<file path="src/common/sfr_pkg.sv">
// Shared constants and types of the serial flash command decoder
package sfr_pkg;
    // Command opcodes
    localparam logic [7:0] OPC_READ_FAST   = 8'h0B;
    localparam logic [7:0] OPC_READ_SLOW   = 8'h03;
    localparam logic [7:0] OPC_PAGE_READ   = 8'hD2;
    localparam logic [7:0] OPC_BUF_RD_FAST = 8'hD4;
    localparam logic [7:0] OPC_BUF_RD_SLOW = 8'hD1;
    localparam logic [7:0] OPC_BUF_WRITE   = 8'h84;
    localparam logic [7:0] OPC_PROG_ERASE  = 8'h83;

    // Last bit index of each header field
    localparam logic [5:0] OPC_LAST_BIT    = 6'h07;
    localparam logic [5:0] ADDR_LAST_BIT   = 6'h17;
    localparam logic [5:0] DUMMY_LAST_ONE  = 6'h07;
    localparam logic [5:0] DUMMY_LAST_FOUR = 6'h1F;

    // Page and buffer geometry
    localparam int         BUF_BYTES     = 264;
    localparam logic [8:0] LAST_BYTE_264 = 9'h107;
    localparam logic [8:0] LAST_BYTE_256 = 9'h0FF;
    localparam logic [9:0] LAST_PAGE     = 10'h3FF;
    localparam logic [7:0] ERASED_BYTE   = 8'hFF;

    // Values after reset
    localparam logic       PS256_RESET  = 1'h0;
    localparam logic       OE_N_RESET   = 1'h1;
    localparam logic [2:0] SCK_SYNC_RST = 3'h0;
    localparam logic [2:0] CSN_SYNC_RST = 3'h7;

    // Command sequencer, Gray along opcode, address, dummy, data
    typedef enum logic [2:0] {
        ST_OPC   = 3'h0,
        ST_ADDR  = 3'h1,
        ST_DUMMY = 3'h3,
        ST_RDATA = 3'h2,
        ST_WDATA = 3'h6,
        ST_SKIP  = 3'h7
    } sfr_state_t;

    // Self-timed erase and program engine
    typedef enum logic [1:0] {
        ENG_IDLE  = 2'h0,
        ENG_ERASE = 2'h1,
        ENG_COPY  = 2'h3
    } sfr_eng_t;
endpackage

</file>
<file path="src/common/sfr_link_if.sv">
// Sampled serial link events passed from synchroniser to core
`timescale 1ns/10ps
interface sfr_link_if;
    logic sck_rise; // Serial clock rising edge, one cycle
    logic sck_fall; // Serial clock falling edge, one cycle
    logic cs_act;   // Chip select asserted, level
    logic cs_start; // Chip select falling edge, one cycle
    logic cs_end;   // Chip select rising edge, one cycle
    logic si_bit;   // Serial input aligned with the edges

    modport sync (output sck_rise, sck_fall, cs_act, cs_start, cs_end, si_bit);
    modport core (input sck_rise, sck_fall, cs_act, cs_start, cs_end, si_bit);
endinterface

</file>
<file path="src/core/sfr_link_sync.sv">
// Pin synchronisers and edge detection for the serial link
`timescale 1ns/10ps
module sfr_link_sync
    import sfr_pkg::*;
(
    input  wire logic clk,      // System clock
    input  wire logic rst_n,    // Async reset, active low
    input  wire logic sck_pin,  // Serial clock pin
    input  wire logic cs_n_pin, // Chip select pin, active low
    input  wire logic si_pin,   // Serial data pin
    sfr_link_if.sync  lnk       // Sampled events
);
    logic [2:0] sck_q;
    logic [2:0] csn_q;
    logic [1:0] si_q;

    // Two flops per pin, third stage only for edge finding
    always_ff @(posedge clk or negedge rst_n) begin
        if (!rst_n) begin
            sck_q <= SCK_SYNC_RST;
            csn_q <= CSN_SYNC_RST;
            si_q  <= 2'h0;
        end else begin
            sck_q <= {sck_q[1:0], sck_pin};
            csn_q <= {csn_q[1:0], cs_n_pin};
            si_q  <= {si_q[0], si_pin};
        end
    end

    // Clock edges only count while selected
    assign lnk.cs_act   = !csn_q[1];
    assign lnk.cs_start = !csn_q[1] && csn_q[2];
    assign lnk.cs_end   = csn_q[1] && !csn_q[2];
    assign lnk.sck_rise = !csn_q[1] && sck_q[1] && !sck_q[2];
    assign lnk.sck_fall = !csn_q[1] && !sck_q[1] && sck_q[2];
    assign lnk.si_bit   = si_q[1];
endmodule // sfr_link_sync

</file>
<file path="src/core/sfr_buffer.sv">
// Data buffer held in flip-flops, one write and one read port
`timescale 1ns/10ps
module sfr_buffer
    import sfr_pkg::*;
(
    input  wire logic       clk,   // System clock
    input  wire logic       we,    // Write strobe
    input  wire logic [8:0] widx,  // Write index
    input  wire logic [7:0] wdata, // Write byte
    input  wire logic [8:0] ridx,  // Read index
    output logic      [7:0] rdata  // Read byte
);
    logic [7:0] mem_q [BUF_BYTES];

    // Contents are data, not control, so no reset
    always_ff @(posedge clk) begin
        if (we) begin
            mem_q[widx] <= wdata;
        end
    end

    assign rdata = mem_q[ridx];
endmodule // sfr_buffer

</file>
<file path="src/core/sfr_top.sv">
// Serial flash read, buffer and program command decoder
`timescale 1ns/10ps
module sfr_top
    import sfr_pkg::*;
(
    input  wire logic        CLOCK,       // System clock, 10 MHz
    input  wire logic        NRST,        // Async reset, active low
    input  wire logic        SCK,         // Serial clock pin
    input  wire logic        CS_N,        // Chip select pin, active low
    input  wire logic        SI,          // Serial data in pin
    output logic             SO,          // Serial data out
    output logic             SO_OE_N,     // Serial out enable, low drives
    input  wire logic        PAGE_256,    // Page size setting, 1 = 256
    output logic             BUSY,        // Erase and program running
    output logic      [18:0] ARRAY_ADDR,  // Array page and byte
    output logic             ARRAY_RD,    // Array read strobe
    input  wire logic [7:0]  ARRAY_RDATA, // Array byte, cycle after strobe
    output logic             ARRAY_WR,    // Array write strobe
    output logic      [7:0]  ARRAY_WDATA  // Array write byte
);
    sfr_link_if link ();

    sfr_state_t  state_q;
    sfr_eng_t    eng_q;
    logic [5:0]  cnt_q;
    logic [23:0] sh_q;
    logic [23:0] sh_d;
    logic [7:0]  opc_q;
    logic [5:0]  dlast_q;
    logic        src_buf_q;
    logic        pread_q;
    logic [9:0]  page_q;
    logic [8:0]  byte_q;
    logic [2:0]  obit_q;
    logic [7:0]  dat_q;
    logic        fetch_q;
    logic        ld_q;
    logic        so_q;
    logic        oe_n_q;
    logic        arm_q;
    logic        ps_s1_q;
    logic        ps_s2_q;
    logic        ps256_q;
    logic [8:0]  eng_idx_q;
    logic [9:0]  prog_page_q;
    logic [9:0]  a_page;
    logic [8:0]  a_byte;
    logic [8:0]  last_byte;
    logic        rise;
    logic        fall;
    logic        opc_end;
    logic        addr_end;
    logic        enter_rd;
    logic        adv;
    logic        byte_wrap;
    logic        buf_we;
    logic        known_opc;
    logic        cont_rd;
    logic        busy;
    logic [7:0]  buf_rdata;
    logic [8:0]  buf_ridx;

    sfr_link_sync u_sync (
        .clk      (CLOCK),
        .rst_n    (NRST),
        .sck_pin  (SCK),
        .cs_n_pin (CS_N),
        .si_pin   (SI),
        .lnk      (link)
    );

    sfr_buffer u_buf (
        .clk   (CLOCK),
        .we    (buf_we),
        .widx  (byte_q),
        .wdata (sh_d[7:0]),
        .ridx  (buf_ridx),
        .rdata (buf_rdata)
    );

    // Edges only arrive while selected, so stray clocks are harmless
    assign rise = link.sck_rise;
    assign fall = link.sck_fall;
    assign sh_d = {sh_q[22:0], link.si_bit};

    // Address split follows the held page-size setting
    assign last_byte = ps256_q ? LAST_BYTE_256 : LAST_BYTE_264;
    assign a_page = ps256_q ? sh_d[17:8] : sh_d[18:9];
    assign a_byte = ps256_q ? {1'b0, sh_d[7:0]} : sh_d[8:0];

    // Header and stream events
    assign opc_end   = rise && state_q == ST_OPC && cnt_q == OPC_LAST_BIT;
    assign addr_end  = rise && state_q == ST_ADDR && cnt_q == ADDR_LAST_BIT;
    assign enter_rd  = (addr_end && opc_q == OPC_READ_SLOW)
                    || (rise && state_q == ST_DUMMY && cnt_q == dlast_q);
    assign adv       = fall && state_q == ST_RDATA && obit_q == 3'h7;
    assign byte_wrap = byte_q == last_byte;
    assign cont_rd   = !src_buf_q && !pread_q;
    assign busy      = eng_q != ENG_IDLE;

    // Only a completed byte in write state reaches the buffer
    assign buf_we   = rise && state_q == ST_WDATA && cnt_q[2:0] == 3'h7;
    assign buf_ridx = busy ? eng_idx_q : byte_q;

    // Opcodes this decoder answers
    always_comb begin
        case (sh_d[7:0])
            OPC_READ_FAST,
            OPC_READ_SLOW,
            OPC_PAGE_READ,
            OPC_BUF_RD_FAST,
            OPC_BUF_RD_SLOW,
            OPC_BUF_WRITE,
            OPC_PROG_ERASE: known_opc = 1'b1;
            default:        known_opc = 1'b0;
        endcase
    end

    // Page-size setting: synchronised, held steady during commands
    always_ff @(posedge CLOCK or negedge NRST) begin
        if (!NRST) begin
            ps_s1_q <= 1'b0;
            ps_s2_q <= 1'b0;
            ps256_q <= PS256_RESET;
        end else begin
            ps_s1_q <= PAGE_256;
            ps_s2_q <= ps_s1_q;
            if (!link.cs_act && !busy) begin
                ps256_q <= ps_s2_q;
            end
        end
    end

    // Command sequencer
    always_ff @(posedge CLOCK or negedge NRST) begin
        if (!NRST) begin
            state_q <= ST_OPC;
            cnt_q   <= 6'h00;
        end else if (link.cs_start || link.cs_end) begin
            state_q <= ST_OPC;
            cnt_q   <= 6'h00;
        end else if (rise) begin
            cnt_q <= cnt_q + 6'h01;
            case (state_q)
                ST_OPC: begin
                    if (opc_end) begin
                        cnt_q   <= 6'h00;
                        // Commands are ignored while the engine owns the array
                        state_q <= (known_opc && !busy) ? ST_ADDR : ST_SKIP;
                    end
                end
                ST_ADDR: begin
                    if (addr_end) begin
                        cnt_q <= 6'h00;
                        case (opc_q)
                            OPC_READ_SLOW:  state_q <= ST_RDATA;
                            OPC_BUF_WRITE:  state_q <= ST_WDATA;
                            OPC_PROG_ERASE: state_q <= ST_SKIP;
                            default:        state_q <= ST_DUMMY;
                        endcase
                    end
                end
                ST_DUMMY: begin
                    if (cnt_q == dlast_q) begin
                        cnt_q   <= 6'h00;
                        state_q <= ST_RDATA;
                    end
                end
                ST_WDATA: begin
                    if (cnt_q[2:0] == 3'h7) begin
                        cnt_q <= 6'h00;
                    end
                end
                default: begin
                    cnt_q <= cnt_q;
                end
            endcase
        end
    end

    // Shift register for opcode, address and write data
    always_ff @(posedge CLOCK or negedge NRST) begin
        if (!NRST) begin
            sh_q <= 24'h000000;
        end else if (rise) begin
            sh_q <= sh_d;
        end
    end

    // Command attributes latched with the opcode
    always_ff @(posedge CLOCK or negedge NRST) begin
        if (!NRST) begin
            opc_q     <= 8'h00;
            dlast_q   <= DUMMY_LAST_ONE;
            src_buf_q <= 1'b0;
            pread_q   <= 1'b0;
        end else if (opc_end) begin
            opc_q     <= sh_d[7:0];
            // Page read needs four ignored bytes; fast read and both buffer reads need one, slow read none
            dlast_q   <= (sh_d[7:0] == OPC_PAGE_READ) ? DUMMY_LAST_FOUR
                                                      : DUMMY_LAST_ONE;
            src_buf_q <= sh_d[7:0] == OPC_BUF_RD_FAST
                      || sh_d[7:0] == OPC_BUF_RD_SLOW;
            pread_q   <= sh_d[7:0] == OPC_PAGE_READ;
        end
    end

    // Page and byte position, shared by array and buffer commands
    always_ff @(posedge CLOCK or negedge NRST) begin
        if (!NRST) begin
            page_q <= 10'h000;
            byte_q <= 9'h000;
        end else if (addr_end) begin
            page_q <= a_page;
            byte_q <= a_byte;
        end else if (adv || buf_we) begin
            if (byte_wrap) begin
                byte_q <= 9'h000;
                if (adv && cont_rd) begin
                    // Page counter rolls over at the array end by itself
                    page_q <= page_q + 10'h001;
                end
            end else begin
                byte_q <= byte_q + 9'h001;
            end
        end
    end

    // Prefetch: a byte is fetched on the edge that ends the header or shifts out the previous byte's last bit
    always_ff @(posedge CLOCK or negedge NRST) begin
        if (!NRST) begin
            fetch_q <= 1'b0;
            ld_q    <= 1'b0;
        end else begin
            fetch_q <= enter_rd || adv;
            ld_q    <= fetch_q && !src_buf_q;
        end
    end

    // Byte about to be shifted out
    always_ff @(posedge CLOCK or negedge NRST) begin
        if (!NRST) begin
            dat_q <= 8'h00;
        end else if (fetch_q && src_buf_q) begin
            dat_q <= buf_rdata;
        end else if (ld_q) begin
            dat_q <= ARRAY_RDATA;
        end
    end

    // Serial output: new bit on each falling edge, released at deselect
    always_ff @(posedge CLOCK or negedge NRST) begin
        if (!NRST) begin
            so_q   <= 1'b0;
            oe_n_q <= OE_N_RESET;
            obit_q <= 3'h0;
        end else if (link.cs_end || link.cs_start) begin
            oe_n_q <= OE_N_RESET;
            obit_q <= 3'h0;
        end else if (enter_rd) begin
            oe_n_q <= 1'b0;
            obit_q <= 3'h0;
        end else if (fall && state_q == ST_RDATA) begin
            so_q   <= dat_q[3'h7 - obit_q];
            obit_q <= obit_q + 3'h1;
        end
    end

    // Program request armed by a complete 83 header
    always_ff @(posedge CLOCK or negedge NRST) begin
        if (!NRST) begin
            arm_q <= 1'b0;
        end else if (link.cs_start || link.cs_end) begin
            arm_q <= 1'b0;
        end else if (addr_end && opc_q == OPC_PROG_ERASE) begin
            arm_q <= 1'b1;
        end
    end

    // Self-timed engine: erase pass then copy pass, one byte a cycle
    always_ff @(posedge CLOCK or negedge NRST) begin
        if (!NRST) begin
            eng_q       <= ENG_IDLE;
            eng_idx_q   <= 9'h000;
            prog_page_q <= 10'h000;
        end else begin
            case (eng_q)
                ENG_IDLE: begin
                    if (link.cs_end && arm_q) begin
                        eng_q       <= ENG_ERASE;
                        eng_idx_q   <= 9'h000;
                        prog_page_q <= page_q;
                    end
                end
                ENG_ERASE: begin
                    if (eng_idx_q == last_byte) begin
                        eng_q     <= ENG_COPY;
                        eng_idx_q <= 9'h000;
                    end else begin
                        eng_idx_q <= eng_idx_q + 9'h001;
                    end
                end
                ENG_COPY: begin
                    if (eng_idx_q == last_byte) begin
                        eng_q <= ENG_IDLE;
                    end else begin
                        eng_idx_q <= eng_idx_q + 9'h001;
                    end
                end
                default: begin
                    eng_q <= ENG_IDLE;
                end
            endcase
        end
    end

    // Array port belongs to the engine while busy
    assign ARRAY_ADDR  = busy ? {prog_page_q, eng_idx_q} : {page_q, byte_q};
    assign ARRAY_RD    = fetch_q && !src_buf_q;
    assign ARRAY_WR    = busy;
    assign ARRAY_WDATA = (eng_q == ENG_ERASE) ? ERASED_BYTE : buf_rdata;
    assign BUSY        = busy;
    assign SO          = so_q;
    assign SO_OE_N     = oe_n_q;
endmodule // sfr_top

</file>
<file path="config.mk">
export PLATFORM = sky130hd
export DESIGN_NAME = sfr_top
export DESIGN_NICKNAME = d
export VERILOG_FILES = /design/src/common/sfr_pkg.sv /design/src/common/sfr_link_if.sv /design/src/core/sfr_link_sync.sv /design/src/core/sfr_buffer.sv /design/src/core/sfr_top.sv
export SDC_FILE = /design/constraint.sdc
export NUM_CORES = 2
export LEC_CHECK = 0
export ABC_AREA = 1
export BUFFER_PORTS_ARGS = -buffer_cell sky130_fd_sc_hd__clkbuf_2
export CAP_MARGIN = 20
export CORE_MARGIN = 5
export CORE_UTILIZATION = 55
export DETAILED_ROUTE_END_ITERATION = 8
export HOLD_SLACK_MARGIN = 0.12
export PLACE_DENSITY_LB_ADDON = 0.1
export SYNTH_ARGS = -nofsm -noshare
export SYNTH_HDL_FRONTEND = slang
export SYNTH_SLANG_ARGS = --single-unit
</file>
<file path="constraint.sdc">
create_clock -name CLOCK -period 6.26 [get_ports CLOCK]
set_input_delay 0.939 -clock CLOCK [delete_from_list [all_inputs] [get_ports CLOCK]]
set_output_delay 0.939 -clock CLOCK [all_outputs]
set_load 0.02 [all_outputs]
</file>
Word-level counts from Yosys, hierarchy flattened
Memories as Yosys holds them, arrays and structs flattened.
Index checks and enable logic that the tools add are counted.
{"block": "op_classes", "add_sub_neg": 6, "n_lt_le_gt_ge": 1, "eq_ne": 30, "muxes": 51, "bitwise": 2, "reduce_logical": 59}
{"op": "9-bit two-way mux", "n": 9}
{"op": "8-bit equality test, second input constant", "n": 7}
{"op": "10-bit two-way mux", "n": 5}
{"op": "6-bit two-way mux", "n": 6}
{"op": "3-bit two-way mux", "n": 9}
{"op": "9-bit case mux with 3 select lines", "n": 1}
{"op": "1-bit logical AND", "n": 25}
{"op": "8-bit two-way mux", "n": 3}
{"op": "6-bit case mux with 4 select lines", "n": 1}
{"op": "19-bit two-way mux", "n": 1}
{"op": "9-bit by 1-bit adder with 9-bit output, second input constant", "n": 2}
{"op": "9-bit equality test", "n": 2}
{"op": "3-bit case mux with 3 select lines", "n": 2}
{"op": "8-bit by 2-bit equality test with 1-bit output, second input constant", "n": 2}
{"op": "2-bit nonzero test", "n": 8}
{"op": "3-bit AND reduction", "n": 4}
{"op": "10-bit by 1-bit adder with 10-bit output, second input constant", "n": 1}
{"op": "3-bit equality test, second input constant", "n": 3}
{"op": "8-bit by 4-bit equality test with 1-bit output, second input constant", "n": 1}
{"op": "1-bit two-way mux", "n": 8}
{"op": "2-bit != test, second input constant", "n": 4}
{"op": "1-bit logical NOT", "n": 7}
{"op": "7-bit OR reduction", "n": 1}
{"op": "6-bit by 1-bit adder with 6-bit output, second input constant", "n": 1}
{"op": "other kinds (25)", "n": 36}
{"block": "word_totals", "register_bits": 110, "ram_bits": 2112, "output_inout_bits": 32, "n_memories": 1}
{"name": "u_buf.mem_q", "words": 264, "word_bits": 8, "read_ports": 1, "rd_clocked_by_memory_dff": 0, "write_ports": 1, "line_no": "sfr_buffer.sv:13", "source": "logic [7:0] mem_q [BUF_BYTES];"}

Logic depth before layout (Yosys ltp)
{"block": "logic_depth", "ltp_word": 10, "ltp_mapped": 19}

Cells and area by module
Synthesis repeated with hierarchy kept, for this count alone.
{"block": "hier_totals", "cells_unflattened": 8016, "area_unflattened_um2": 91920.7}
{"module": "sfr_buffer", "instances": 1, "cells_per_inst": 7231, "area_per_inst_um2": 86110.1, "seq_area_each_um2": 63420.8}
{"module": "sfr_top", "instances": 1, "cells_per_inst": 768, "area_per_inst_um2": 5567.8, "seq_area_each_um2": 2403.6}
{"module": "sfr_link_sync", "instances": 1, "cells_per_inst": 17, "area_per_inst_um2": 242.7, "seq_area_each_um2": 203.9}

Worst setup path before layout
OpenSTA, ideal clock, no wires.
{"block": "synth_path", "path_kind": "register -> register", "startpoint": "register sh_q[6]", "endpoint": "register state_q[1]", "setup_ps": 127, "arrival_time_ps": 4696, "required_time_ps": 6133, "setup_slack_ps": 1437, "path_stages_with_launch": 8, "n_path_buf": 0, "synth_period_minus_slack_ps": 4823, "path_cell_list": "dfrtp_1 inv_1 nor4_1 o2111ai_1 nand3_1 nand3_1 nand3_1 o21ai_0"}
{"block": "synth_via", "elab_chain_len": 9, "elab_cells_between_ends": 15, "cone_classes": "7 x eq/ne; 6 x mux; 2 x reduce/logical"}
{"element": "start: declaration", "line_no": "sfr_top.sv:26", "source": "logic [23:0] sh_q;"}
{"element": "start signal: assignment", "line_no": "sfr_top.sv:184", "source": "sh_q <= 24'h000000;"}
{"element": "start signal: assignment", "line_no": "sfr_top.sv:186", "source": "sh_q <= sh_d;"}
{"element": "8-bit equality test (tied with other cells)", "line_no": "sfr_top.sv:107", "source": "case (sh_d[7:0])"}
{"element": "7-bit OR reduction (*)", "line_no": "sfr_top.sv:107"}
{"element": "1-bit two-way mux (*)", "line_no": "sfr_top.sv:107"}
{"element": "1-bit logical AND (*)", "line_no": "sfr_top.sv:149", "source": "state_q <= (known_opc && !busy) ? ST_ADDR : ST_SKIP;"}
{"element": "3-bit two-way mux (*)", "line_no": "sfr_top.sv:149"}
{"element": "3-bit two-way mux (*)", "line_no": "sfr_top.sv:146", "source": "if (opc_end) begin"}
{"element": "3-bit case mux with 3 select lines (*)", "line_no": "sfr_top.sv:144", "source": "case (state_q)"}
{"element": "3-bit two-way mux (*)", "line_no": "sfr_top.sv:142", "source": "end else if (rise) begin"}
{"element": "3-bit two-way mux (*)", "line_no": "sfr_top.sv:139", "source": "end else if (link.cs_start || link.cs_end) begin"}
{"element": "end signal: assignment", "line_no": "sfr_top.sv:149"}
{"element": "end: declaration", "line_no": "sfr_top.sv:23", "source": "sfr_state_t state_q;"}
Every way passes the cells marked *; elsewhere a longest branch is shown, timed or not. The select of a mux whose other input is x is not followed.
A chain may end at the register's enable or synchronous reset.

Worst setup path in the final report
{"block": "layout_path", "startpoint": "register eng_q[0]", "endpoint": "output ARRAY_WDATA[4]"}
{"block": "layout_via", "elab_chain_len": 4, "elab_cells_between_ends": 5, "cone_classes": "1 x eq/ne; 2 x mux; 1 x reduce/logical; 1 x memory"}
{"element": "start: declaration", "line_no": "sfr_top.sv:24", "source": "sfr_eng_t eng_q;"}
{"element": "start signal: assignment", "line_no": "sfr_top.sv:283", "source": "eng_q <= ENG_IDLE;"}
{"element": "start signal: assignment", "line_no": "sfr_top.sv:290", "source": "eng_q <= ENG_ERASE;"}
{"element": "start signal: assignment", "line_no": "sfr_top.sv:297", "source": "eng_q <= ENG_COPY;"}
{"element": "2-bit nonzero test", "line_no": "sfr_top.sv:99", "source": "assign busy = eng_q != ENG_IDLE;"}
{"element": "9-bit two-way mux", "line_no": "sfr_top.sv:103", "source": "assign buf_ridx = busy ? eng_idx_q : byte_q;"}
{"element": "memory read 264 x 8 bit"}
{"element": "8-bit two-way mux (*)", "line_no": "sfr_top.sv:321", "source": "assign ARRAY_WDATA = (eng_q == ENG_ERASE) ? ERASED_BYTE : buf_rdata;"}
{"element": "end: declaration", "line_no": "sfr_top.sv:19", "source": "output logic [7:0] ARRAY_WDATA"}
Every way passes the cells marked *; elsewhere a longest branch is shown, timed or not.

==> run_results.csv <==
group,metric,value,unit
worst_hold_path,hold_path.class,"input pin to flip-flop",
placement,gp_congestion,0.855,
sta,setup_viol,0,
drt,dr.pass1.iters,6,
sta,clock_skew,0.0286,ns
synthesis,synthCells,7918,
worst_setup_path,r2r_setup_slack,1.95,ns
power_and_ir_drop,vdd_ir_drop_max,0.310,mV
synthesis,netlist_area,91500,µm²
worst_setup_path,path_common_cell,"nand3_1",
worst_setup_path,crit_fanout,31,
final_layout,mostFrequentLayoutCells,"2236 x nand2_1, 2112 x edfxtp_1, 2044 x nand3_1",
global_routing,grt_overflow_total,0,
clock_tree,clk_latency,0.87,ns
worst_setup_path,end_kind,"primary output",
worst_setup_path,path_cells,"nor2_4 -> nand2_1 -> o21ai_4 -> buf_12 -> buf_4 -> nand3_1 -> nand3_1 -> nand3_1 -> nand3_1 -> nand3_1 -> nand3_1 -> nand3_1 -> nand3_1 -> nand3_1 -> clkbuf_2",
floorplanning,fp.dieH,418,µm
sta,whs,0.177,ns
sta,slew_headroom,0.210,
power_and_ir_drop,pwr-share-clk,0.423,
worst_setup_path,arrival,5.11,ns
synthesis,synth-seq-area-share,0.722,
drt,drt-initial-drc-count,7138,
floorplanning,core,165000,µm²
power_and_ir_drop,seqPwrFrac,0.549,
floorplanning,rows,149,
worst_setup_path,path_class,"flip-flop to primary output",
synthesis,synth_fp_nets,7943,
power_and_ir_drop,power_density,310,nW/µm²
final_layout,final_common_cell,"nand2_1",
final_layout,syn_to_final_growth,10.5,%
synthesis,synth.area.top_cells,"edfxtp_1 69%, nand3_1 11%, nand2_1 9.2%, dfrtp_1 2.7%, buf_2 1.8%",
placement,port_buffers,45,
floorplanning,start_util,0.554,
clock_tree,clock-root-buffer,"clkbuf_16",
sta,max_freq,165,MHz
placement,dp.final_hpwl,141000,µm
sta,final_max_slew_viol_count,0,
power_and_ir_drop,swShare,0.216,
sta,worst_pin_slew,1.18,ns
worst_setup_path,start_kind,"flip-flop",
global_routing,grt_max_degree,164,
power_and_ir_drop,p_switching,0.00677,W
floorplanning,dieArea,175000,µm²
global_routing,grt_pass1_wl,380000,µm
clock_tree,h-tree-depth,4,
sta,finalSetupTns,0,ns
drt,vias,61282,
drt,vias_per_cell,6.00,
worst_setup_path,worst_ep_required_time,5.32,ns
synthesis,ys_seq_elements,2216,
final_layout,drive_gt1_frac,0.0697,
global_routing,grtUsageTotal,0.288,
clock_tree,cts_buffer_depth,3,
synthesis,synth_area_leader_cell,"edfxtp_1",
sta,rsz0062_at_grt,"false",
final_layout,final_nets,7851,
drt,wl,255000,µm
clock_tree,cts_sinks,2216,
drt,post_drt_wl_per_cell,25.0,µm
clock_tree,clkTransAtPathRegs,0.06,ns
clock_tree,post_cts_buffers,0,
floorplanning,die_w,418,µm
global_routing,grt_pass1_vias,59230,
run,cap_violations,0,
drt,drc,0,
synthesis,ys_types,44,
worst_setup_path,slowest_delay,0.48,ns
global_routing,antenna_found_initial,1,
power_and_ir_drop,internal-power,0.0246,W
sta,finalHoldViolCount,0,
outcome,outcome,"complete, no violations",
power_and_ir_drop,leakagePower,35.8,nW
clock_tree,numCtsBuffers,223,
worst_setup_path,worst_path_max_delay_cell,"nor2_4",
power_and_ir_drop,p_comb_frac,0.028,
synthesis,syn_avg_cell_area,11.6,µm²
power_and_ir_drop,p_total,0.0314,W
sta,period_needed,6.05,ns
drt,drtAntennaViolNets,0,
synthesis,synth_top_area_frac,0.693,
sta,period_share,0.966,
clock_tree,cts_tree,"yes",
synthesis,synth_warnings,0,
floorplanning,ios,46,
-- routing by layer --
layer | track usage | part of all wire
met2 | 0.451 | 0.47
met3 | 0.0548 | 0.089
met4 | 0.105 | 0.038
met5 | 0 | 0
met1 | 0.409 | 0.41
-- synth_stat cells, drive strengths merged --
master / count
clkbuf: 102
ha: 11
o211ai: 55
nand3: 2044
dfrtp: 100
inv: 209
nor3b: 1
nor4: 7
o221ai: 14
xor2: 11
and3: 1
o22ai: 11
a221oi: 2
a22oi: 1
nor2: 359
nand4: 7
o2111ai: 2
dfstp: 4
edfxtp: 2112
a2bb2oi: 1
buf: 414
or2: 3
nor3: 21
clkinv: 4
o32ai: 1
or4: 1
nand2: 2258
o21ai: 123
o311ai: 2
a31oi: 12
a21oi: 21
a211oi: 2
and2: 1
o31ai: 1
-- critical path, delay by kind of cell, from the launching register on --
family / cells / cell delay, ns
AND/OR/NAND/NOR: 11 / 2.52
AO/OA/AOI/OAI: 1 / 0.36
buffers and inverters: 3 / 0.83
flip-flops: 1 / 0.45
-- path summary, 6_finish.rpt --
path / cells past startpoint / start / end
worst max register to register: 16 / eng_q[0]$_DFFE_PN0P_ / dat_q[4]$_DFFE_PN0P_
worst min register to register: 0 / u_sync.sck_q[0]$_DFF_PN0_ / u_sync.sck_q[1]$_DFF_PN0_
worst min-delay path: 1 / SCK / u_sync.sck_q[0]$_DFF_PN0_
max in group asynchronous: 3 / NRST / sh_q[1]$_DFFE_PN0P_
worst max-delay path: 15 / eng_q[0]$_DFFE_PN0P_ / ARRAY_WDATA[4]
min in group asynchronous: 2 / NRST / u_sync.sck_q[0]$_DFF_PN0_
-- power by group through the flow --
stage / sequential [W] / combinational [W] / clock, W
after global placement: 0.0175 / 0.000857 / 0
after CTS: 0.0172 / 0.000879 / 0.0134
after global routing: 0.0172 / 0.000926 / 0.0140
after floorplan: 0.0178 / 0.0000381 / 0
final: 0.0172 / 0.000879 / 0.0133
after detailed placement: 0.0175 / 0.000878 / 0
-- registers in the layout, summed over array words and instances (netlist names), 6 cells and up --
register,flops
u_buf.mem_q,2112
sh_q,18
page_q,10
prog_page_q,10
byte_q,9
eng_idx_q,9
dat_q,8
opc_q,8
cnt_q,6
-- metrics by stage --
stage | util | cell area [µm²] | setup WS [ns] | instances
after global placement | 0.568 | 93800 | 0.900 | 9783
after CTS | 0.612 | 101000 | 0.100 | 10202
final | 0.612 | 101000 | 0.212 | 10207
after detailed placement | 0.568 | 93800 | 0.932 | 9784
after floorplan | - | 91500 | 1.44 | 7918
after global routing | 0.612 | 101000 | 0.0120 | 10205
-- repair_timing --
item,4_1_cts,5_1_grt
setup endpoints to repair,3,5
hold endpoints to repair,34,0
pin swaps,1,1
resized for setup,0,3
hold buffers,2,0
cloned,1,2
-- kinds of logic after synthesis --
group | count (synthesis) | share of synthesized area
AO/OA/AOI/OAI | 248 | 0.0166
AND/OR/NAND/NOR | 4703 | 0.222
buffers and inverters | 729 | 0.0371
XOR/XNOR | 11 | 0.00105
adder cells (fa/ha/maj) | 11 | 0.00150
flip-flops | 2216 | 0.722
-- layout make-up --
| cell class | count | area, µm² |
|---|---|---|
| sequential | 2216 | 66100 |
| fill | 13087 | 64100 |
| multi-input combinational | 4976 | 22300 |
| clock buffer | 278 | 5870 |
| tap | 2189 | 2740 |
| timing repair buffer | 196 | 1980 |
| clock inverter | 137 | 1400 |
| inverter | 213 | 810 |
| antenna | 2 | 5.00 |
No activity file was read; power rests on OpenSTA's default activity.
